## src/rtl/crs_pkg.sv

```systemverilog
// crs_pkg: shared types and constants for the clock reference selector
// assumes a 40 MHz ref_clk; the chatter and watchdog counts derive from it
package crs_pkg;
  localparam int unsigned CLK_HZ = 40000000;
  localparam int unsigned CHATTER_S = 10;            // anti-chatter time in seconds
  localparam longint unsigned CHATTER_CYC = longint'(CHATTER_S) * CLK_HZ;
  localparam int unsigned WDOG_US = 100;              // watchdog window in microseconds
  localparam int unsigned WDOG_CYC = WDOG_US * (CLK_HZ / 1000000);
  localparam int unsigned SELFTEST_CYC = 16;          // self-test sequence length
  localparam int unsigned HIST_DEPTH = 16;            // quality history entries
  localparam int unsigned LOCK_CYC = 64;              // in-spec phase cycles to call lock

  // software commands over the parallel port
  typedef enum logic [1:0] {
    CMD_FREE_RUN = 2'h0,
    CMD_TRACK_PRI = 2'h1,
    CMD_TRACK_SEC = 2'h2,
    CMD_NONE = 2'h3
  } crs_cmd_t;

  typedef enum logic [1:0] {
    MODE_FREE_RUN = 2'h0,
    MODE_TRACKING = 2'h1,
    MODE_LOCKED = 2'h2,
    MODE_HOLDOVER = 2'h3
  } crs_mode_t;

  // per-reference quality as judged outside this block
  typedef struct packed {
    logic present;   // signal seen
    logic in_spec;   // quality good enough to follow
    logic burst;     // abrupt change from an error burst
    logic near_lock; // frequency difference within lock window
  } crs_ref_qual_t;

  // status word returned over the cpu port
  typedef struct packed {
    crs_mode_t mode;
    logic sel_sec;
    logic pri_ok;
    logic sec_ok;
    logic test_done;
    logic test_fail;
  } crs_status_t;
endpackage

```

## src/rtl/crs_hist_mem.sv

```systemverilog
// crs_hist_mem: small quality history memory, one bit per entry per reference
// assumes a single clock; read data are registered
`timescale 1ns/1ps
module crs_hist_mem
  import crs_pkg::*;
#(
  parameter int DEPTH = HIST_DEPTH,
  parameter int AW = $clog2(HIST_DEPTH)
) (
  input wire logic clk,           // block clock
  input wire logic rst_n,         // synchronised reset
  input wire logic wr_en,         // write strobe
  input wire logic [AW-1:0] addr, // entry index
  input wire logic [1:0] wr_data, // {sec_ok, pri_ok}
  output logic [1:0] rd_data      // registered read of addr
);
  logic [1:0] mem [DEPTH];
  logic [1:0] next_rd_data;

  // read the entry being overwritten, so the caller sees the oldest sample
  always_comb begin
    next_rd_data = mem[addr];
  end

  always_ff @(posedge clk or negedge rst_n) begin
    if (!rst_n) begin
      rd_data <= 2'h0;
    end else begin
      rd_data <= next_rd_data;
    end
  end

  // storage has no reset; a valid-count in the caller says what is filled
  always_ff @(posedge clk) begin
    if (wr_en) begin
      mem[addr] <= wr_data;
    end
  end
endmodule

```

## src/rtl/crs_selector.sv

```systemverilog
// crs_selector: reference selection and mode control of the clock controller
// assumes reference quality flags are judged upstream, synchronous to ref_clk
`timescale 1ns/1ps
module crs_selector
  import crs_pkg::*;
#(
  parameter longint unsigned CHATTER_CYCLES = CHATTER_CYC,
  parameter int unsigned WDOG_CYCLES = WDOG_CYC
) (
  input wire logic ref_clk,                 // 40 MHz clock
  input wire logic rst_n,                   // async reset, active low
  input wire logic enable,                  // controller enabled by software
  input wire logic cmd_valid,               // cpu port command strobe
  input wire crs_cmd_t cmd,                 // cpu port command
  input wire logic ext_src,                 // 1: external timing interface refs
  input wire crs_ref_qual_t trunk_pri,      // primary from digital_trunk_card
  input wire crs_ref_qual_t trunk_sec,      // secondary from digital_trunk_card
  input wire crs_ref_qual_t ext_pri,        // primary from external interface
  input wire crs_ref_qual_t ext_sec,        // secondary from external interface
  input wire logic wdog_kick,               // controller service pulse
  input wire logic test_pass,               // self-test datapath result
  output crs_status_t status,               // status readable on cpu port
  output logic sel_sec,                     // 1: secondary drives the loop
  output logic hold_en,                     // freeze loop at stored state
  output logic primary_ref_backplane_line_oe, // this card drives the line
  output logic ctrl_reset                   // watchdog reset of controller
);
  typedef enum logic [1:0] {ST_SELFTEST, ST_RUN} crs_phase_t;

  logic rst_s1, rst_s2;
  crs_phase_t phase, next_phase;
  crs_mode_t mode, next_mode;
  crs_cmd_t cur_cmd, next_cur_cmd;
  logic sel, next_sel;
  logic [63:0] chat_cnt, next_chat_cnt;
  logic [31:0] wd_cnt, next_wd_cnt;
  logic wd_rst, next_wd_rst;
  logic [4:0] st_cnt, next_st_cnt;
  logic t_done, next_t_done, t_fail, next_t_fail;
  logic [6:0] lock_cnt, next_lock_cnt;
  logic [$clog2(HIST_DEPTH):0] hist_fill, next_hist_fill;
  logic [$clog2(HIST_DEPTH)-1:0] hist_ptr, next_hist_ptr;
  logic [1:0] hist_rd;
  crs_ref_qual_t q_pri, q_sec, q_cur;
  logic pri_ok, sec_ok, cur_ok, oth_ok, chat_idle, have_hist;

  // reset release through two flops
  always_ff @(posedge ref_clk or negedge rst_n) begin
    if (!rst_n) begin
      rst_s1 <= 1'b0;
      rst_s2 <= 1'b0;
    end else begin
      rst_s1 <= 1'b1;
      rst_s2 <= rst_s1;
    end
  end

  // one source type for both references, never mixed
  always_comb begin
    q_pri = ext_src ? ext_pri : trunk_pri;
    q_sec = ext_src ? ext_sec : trunk_sec;
    pri_ok = q_pri.present & q_pri.in_spec & ~q_pri.burst;
    sec_ok = q_sec.present & q_sec.in_spec & ~q_sec.burst;
    q_cur = sel ? q_sec : q_pri;
    cur_ok = sel ? sec_ok : pri_ok;
    oth_ok = sel ? pri_ok : sec_ok;
    chat_idle = (chat_cnt == 64'h0);
    have_hist = (hist_fill != '0);
  end

  // quality history: one sample per cycle, ring of HIST_DEPTH
  crs_hist_mem u_hist (
    .clk(ref_clk),
    .rst_n(rst_s2),
    .wr_en(phase == ST_RUN),
    .addr(hist_ptr),
    .wr_data({sec_ok, pri_ok}),
    .rd_data(hist_rd)
  );

  // main mode, selection, chatter, self-test and watchdog next state
  always_comb begin
    next_phase = phase;
    next_mode = mode;
    next_cur_cmd = cur_cmd;
    next_sel = sel;
    next_chat_cnt = chat_idle ? chat_cnt : chat_cnt - 64'h1;
    next_st_cnt = st_cnt;
    next_t_done = t_done;
    next_t_fail = t_fail;
    next_lock_cnt = lock_cnt;
    next_hist_ptr = hist_ptr;
    next_hist_fill = hist_fill;
    // watchdog counts down unless kicked; expiry pulses a controller reset
    next_wd_rst = 1'b0;
    next_wd_cnt = wdog_kick ? WDOG_CYCLES : wd_cnt - 32'h1;
    if (wd_cnt == 32'h0 && !wdog_kick) begin
      next_wd_rst = 1'b1;
      next_wd_cnt = WDOG_CYCLES;
    end
    unique case (phase)
      ST_SELFTEST: begin
        // references are ignored until the self-test finishes
        next_st_cnt = st_cnt + 5'h1;
        if (!test_pass) begin
          next_t_fail = 1'b1;
        end
        if (st_cnt == 5'(SELFTEST_CYC - 1)) begin
          next_t_done = 1'b1;
          next_phase = ST_RUN;
        end
      end
      ST_RUN: begin
        next_hist_ptr = hist_ptr + 1'b1;
        if (hist_fill != ($clog2(HIST_DEPTH)+1)'(HIST_DEPTH)) begin
          next_hist_fill = hist_fill + 1'b1;
        end
        if (cmd_valid && cmd != CMD_NONE) begin
          next_cur_cmd = cmd;
          if (cmd == CMD_FREE_RUN) begin
            next_mode = MODE_FREE_RUN;
          end else begin
            next_sel = (cmd == CMD_TRACK_SEC);
            next_mode = MODE_TRACKING;
            next_lock_cnt = 7'h0;
          end
        end else if (cur_cmd == CMD_FREE_RUN) begin
          next_mode = MODE_FREE_RUN;
        end else if (!pri_ok && !sec_ok) begin
          // holdover needs history; no chatter wait on entry
          next_mode = have_hist ? MODE_HOLDOVER : MODE_FREE_RUN;
        end else if (mode == MODE_HOLDOVER || mode == MODE_FREE_RUN) begin
          // leave holdover on whichever recovered first
          next_sel = !pri_ok;
          next_mode = MODE_TRACKING;
          next_lock_cnt = 7'h0;
          if (next_sel != sel) begin
            next_chat_cnt = CHATTER_CYCLES;
          end
        end else if (!cur_ok && oth_ok && chat_idle) begin
          next_sel = ~sel;
          next_chat_cnt = CHATTER_CYCLES;
          next_mode = MODE_TRACKING;
          next_lock_cnt = 7'h0;
        end else if (chat_idle && (sel != (cur_cmd == CMD_TRACK_SEC))
                     && (sel ? pri_ok : sec_ok)) begin
          // commanded reference is back: return to it
          next_sel = ~sel;
          next_chat_cnt = CHATTER_CYCLES;
          next_mode = MODE_TRACKING;
          next_lock_cnt = 7'h0;
        end else if (cur_ok) begin
          // converge then lock; lost near_lock drops back to tracking
          if (!q_cur.near_lock) begin
            next_lock_cnt = 7'h0;
            next_mode = MODE_TRACKING;
          end else if (lock_cnt == 7'(LOCK_CYC - 1)) begin
            next_mode = MODE_LOCKED;
          end else begin
            next_lock_cnt = lock_cnt + 7'h1;
          end
        end
      end
    endcase
    if (!enable) begin
      next_mode = MODE_FREE_RUN;
      next_cur_cmd = CMD_FREE_RUN;
    end
  end

  always_ff @(posedge ref_clk or negedge rst_s2) begin
    if (!rst_s2) begin
      phase <= ST_SELFTEST;
      mode <= MODE_FREE_RUN;
      cur_cmd <= CMD_FREE_RUN;
      sel <= 1'b0;
      chat_cnt <= 64'h0;
      wd_cnt <= 32'(WDOG_CYCLES);
      wd_rst <= 1'b0;
      st_cnt <= 5'h0;
      t_done <= 1'b0;
      t_fail <= 1'b0;
      lock_cnt <= 7'h0;
      hist_ptr <= '0;
      hist_fill <= '0;
    end else begin
      phase <= next_phase;
      mode <= next_mode;
      cur_cmd <= next_cur_cmd;
      sel <= next_sel;
      chat_cnt <= next_chat_cnt;
      wd_cnt <= next_wd_cnt;
      wd_rst <= next_wd_rst;
      st_cnt <= next_st_cnt;
      t_done <= next_t_done;
      t_fail <= next_t_fail;
      lock_cnt <= next_lock_cnt;
      hist_ptr <= next_hist_ptr;
      hist_fill <= next_hist_fill;
    end
  end

  // outputs
  always_comb begin
    status = '{mode: mode, sel_sec: sel, pri_ok: pri_ok, sec_ok: sec_ok,
               test_done: t_done, test_fail: t_fail};
    sel_sec = sel;
    hold_en = (mode == MODE_HOLDOVER);
    // drive the shared line whenever trunk primary is selected after self-test, in any mode
    primary_ref_backplane_line_oe = !ext_src && !sel && phase == ST_RUN;
    ctrl_reset = wd_rst;
  end

  // hist_rd kept for future aging checks of the oldest sample
  logic unused_hist;
  assign unused_hist = ^hist_rd;
endmodule

```

## config.mk

```make
export PLATFORM = sky130hd
export DESIGN_NAME = crs_selector
export DESIGN_NICKNAME = d
export VERILOG_FILES = /design/src/rtl/crs_pkg.sv /design/src/rtl/crs_hist_mem.sv /design/src/rtl/crs_selector.sv
export SDC_FILE = /design/constraint.sdc
export NUM_CORES = 1
export LEC_CHECK = 0
export BUFFER_PORTS_ARGS = -buffer_cell sky130_fd_sc_hd__buf_2
export CORE_ASPECT_RATIO = 1.1
export CORE_MARGIN = 1.5
export CORE_UTILIZATION = 48
export CTS_CLUSTER_SIZE = 28
export DETAILED_ROUTE_END_ITERATION = 10
export GPL_TIMING_DRIVEN = 0
export MAX_ROUTING_LAYER = met4
export PLACE_DENSITY = 0.65
export SYNTH_ARGS = -nofsm -noshare
export SYNTH_HDL_FRONTEND = slang
export SYNTH_SLANG_ARGS = --single-unit
export TNS_END_PERCENT = 10
```

## constraint.sdc

```tcl
create_clock -name ref_clk -period 10 [get_ports ref_clk]
set_clock_uncertainty 0.05 [all_clocks]
set_input_delay 2 -clock ref_clk [delete_from_list [all_inputs] [get_ports ref_clk]]
set_output_delay 2 -clock ref_clk [all_outputs]
set_load 0.02 [all_outputs]
```

## Word-level counts from Yosys, hierarchy flattened

Index checks and enable logic that the tools add are counted.
W data, S select, Z words.

- Equal/unequal tests: 17
- Reductions and logical operators: 32
- Add/subtract/negate cells: 5
- Bitwise logic cells: 8
- Mux-type cells: 50

Operator list:

| cell | number |
|---|---|
| $mux W64 | 9 |
| $mux W7 | 10 |
| $logic_not A64 Y1 | 1 |
| $mux W32 | 2 |
| $sub A64 B1 Y64 const B | 1 |
| $logic_not A32 Y1 | 1 |
| $sub A32 B1 Y32 const B | 1 |
| $mux W2 | 15 |
| $mux W1 | 12 |
| $add A5 B1 Y5 const B | 2 |
| $reduce_bool A5 Y1 | 2 |
| $logic_and A1 B1 Y1 | 9 |
| $ne A9 B2 Y1 const B | 1 |
| $logic_not A2 Y1 | 4 |
| $mux W4 | 2 |
| $ne A2 B2 Y1 const B | 4 |
| $ne A8 B1 Y1 const B | 1 |
| $reduce_and A2 Y1 | 4 |
| $add A7 B1 Y7 const B | 1 |
| $eq A7 B6 Y1 const B | 1 |
| $eq A2 B2 Y1 const B | 3 |
| $logic_not A1 Y1 | 6 |
| $ne A6 B6 Y1 const B | 1 |
| $reduce_and A6 Y1 | 1 |
| 10 further kinds | 18 |

- Bits in registers: 123
- Output and inout port bits: 11
- Input bits: 25

## Depth between registers and ports, before layout

- Depth after elaboration: 14
- Depth in mapped cells: 11
- Gate-level depth less buffers: 8

## Least setup slack after synthesis

OpenSTA, ideal clock, no wires.

- Kind: input-to-output
- Start: in ext_src
- End: out status[3] in the netlist's numbering
- Data required time: 7950 ps
- Path slack: 5278 ps
- Path buffers: 1
- Arrival: 2672 ps
- Stages: 3
- Path through: nor4bb_1 -> a31o_2 -> buf_4

- Cells in the longest elaborated chain, start to end: 3
- Elaborated cells between the ends (all ways): 4

RTL lines:

| item | line | RTL |
|---|---|---|
| start: declaration | crs_selector.sv:15 | `input wire logic ext_src,` |
| $mux W4 * | crs_selector.sv:60 | `q_pri = ext_src ? ext_pri : trunk_pri;` |
| $and A1 B1 Y1 or $not A1 Y1 (tied branches) | crs_selector.sv:62 | `pri_ok = q_pri.present & q_pri.in_spec & ~q_pri.burst;` |
| $and A1 B1 Y1 * | crs_selector.sv:62 |  |
| end: declaration | crs_selector.sv:22 | `output crs_status_t status,` |

Mark *: on every way between the ends. The rest lies on a longest branch, timed or not.

## Final worst setup path

Same ends and word-level chain as after synthesis.

==> metrics <==
Mean Syn Cell Area 9.73 um^2; Max Cap Viol 0; Worst Hold Class register to register; Antenna Violating Nets Remaining 0; Unique masters post-synth 72; die height 125 um; global-route usage over all layers 0.218; Final TNS setup 0 ps; Initial Util 0.490; initial antenna violation count 0; drt first pass iters 4; Syn Inst Count 663; via/cell ratio 5.65; Rows 44; yosys synthesis warning count 0; Layout area overhead 15.5%; Rel. slew slack 0.379; outcome finished clean; Final Max Slew Viols 0; Yosys reg bits 123; Post-synth ARST share 1.00; # setup viols final 0; H-tree depth 4; cts repair resizes 0; total net switching power 0.470 mW; post-route cell area 0.00745 mm^2; largest net degree at the start of global routing 67; Leakage 2.99 nW; RSZ-0062 raised after global routing false; total wire length 14000 um; global-route wire length before repair 24200 um; global route overflow 0; clk buf depth 2; Least-Margin Pin Slew 930 ps; HPWL Detailed 9380 um; PD cells 214 mW/mm^2; vias in the first global route 5102; clk sinks 123; Fillers 1164; Post-CTS Setup Repair Bufs 0; GP Congestion 0.848; required time of the critical path 7950 ps; multi-input combinational cell area 0.00314 mm^2; Die W 114 um; CTS tree built; min Tclk post-route 5140 ps; Max VDD drop 121 uV; syn nets 696; # DRC 0; Max FO, Critical Path 7; Critical Path Sink Type output port; FF-to-FF setup slack 6620 ps; total power 1.59 mW; IO Count 36; share of cells above drive strength 1 0.142; core area 0.0132 mm^2; die area 0.0141 mm^2; DR iter-0 viols 245; clock transition at the registers of the reported paths 50 ps; wire per inst 15.6 um; signal arrival time at the worst endpoint 3090 ps; final hold violation count 0; Syn Std Cell Area 0.00645 mm^2; final net count 751; Seq/Total Area, Yosys 0.478; crit start category primary input; Logic pwr share 0.170; Clock power frac 0.386; Setup CP Type primary input to output port; part of the power in registers 0.444; vias 5039; FF/Latch Area 0.00309 mm^2; Antenna diodes 0; Post-synth EDFFs 0; Top FF cell, synth dfrtp_1; Period Utilization, post-route 0.514; Switching Share 0.295; Fmax 195 MHz; hold buffer count at cts 0; Num CTS Buffers 17; clk_lat worst skew 420 ps; Placed Area 0.00686 mm^2; clk root buf clkbuf_16; Port Buffers 35; Pint 1.12 mW
==> area by class of cell <==
| cell class | count | share of cell area |
|---|---|---|
| buffer | 29 | 0.0230 |
| inverter | 14 | 0.00706 |
| clock buffer | 24 | 0.0633 |
| timing repair buffer | 36 | 0.0272 |
| sequential | 123 | 0.415 |
| clock inverter | 8 | 0.0158 |
| multi-input combinational | 497 | 0.422 |
| tap | 161 | 0.0270 |
==> flip-flops by register name, indices dropped and copies added, names as in the netlist <==
name	flops
t_fail	1
rst_s2	1
cur_cmd	2
st_cnt	5
rst_s1	1
ctrl_reset	1
t_done	1
sel_sec	1
mode	2
wd_cnt	32
chat_cnt	64
hist_fill	5
lock_cnt	7
==> layer usage <==
metal,routed length [um],track usage,vias up
li1,-,-,2431
met1,6350,0.271,2508
met2,6990,0.354,80
met3,428,0.0428,20
met4,192,0.0743,0
met5,0,-,-
==> layout by cell type (no fill, tap or decap), drive strengths merged, types with 8 or more instances in the layout <==
master,Yosys,routed
clkbuf,13,37
inv,14,14
ha,8,8
nor4,24,24
nor3,28,28
dfrtp,117,117
nand4,19,19
or4,13,13
xnor2,44,44
buf,16,52
or3,10,10
o21ai,12,12
xor2,44,44
nand3,28,28
nor2,111,111
nand2,51,51
a21oi,12,12
==> Yosys cell counts (10+ instances only) <==
library cell,number,share of area
dfrtp_1,117,0.45
nor2_1,111,0.065
nand2_1,51,0.030
xnor2_1,44,0.060
xor2_1,44,0.060
nand3_1,28,0.022
nor3_1,27,0.021
nor4_1,24,0.023
nand4_1,19,0.018
inv_1,14,0.0081
clkbuf_1,13,0.0076
a21oi_1,12,0.0093
o21ai_0,12,0.0093
or4_1,11,0.013
or3_1,10,0.0097
==> worst paths after layout <==
path	to	cells after the start	from
min in group asynchronous	wd_cnt[16]	0	rst_s2
max in group asynchronous	rst_s2	1	rst_n
hold / removal	rst_s2	0	rst_s1
setup / recovery	status[3]	5	ext_src
hold reg to reg	rst_s2	0	rst_s1
setup reg to reg	chat_cnt[10]	8	chat_cnt[56]
==> power groups by stage <==
stage	combinational [mW]	sequential [mW]	clock (mW)
after floorplan	0.203	0.692	0
after global placement	0.252	0.710	0
after detailed placement	0.267	0.711	0
after CTS	0.271	0.705	0.629
after global routing	0.305	0.722	0.647
final	0.270	0.706	0.614
==> logic make-up after synthesis <==
family / after synthesis / share of synthesized area
AO/OA/AOI/OAI: 62 / 0.0759
multiplexers: 5 / 0.0103
adder cells (fa/ha/maj): 8 / 0.0155
flip-flops: 123 / 0.478
XOR/XNOR: 88 / 0.119
buffers and inverters: 43 / 0.0347
other: 1 / 0.000581
AND/OR/NAND/NOR: 333 / 0.265
==> critical path: stages <==
cell      delay, ps
buf_2           150
nor4bb_1        380
a31o_2          270
buf_4           140
buf_2           150
==> stage by stage <==
step                utilization  setup slack (ps)  std cells  hold WS, ps
global route              0.566              4750        892          326
finish                    0.566              4860        892          311
detailed placement        0.521              4870        860          296
global placement          0.519              4860        859          287
CTS                       0.566              4860        892          314
floorplan                     -              5280        663          281
(Power assumes the default switching activity.)
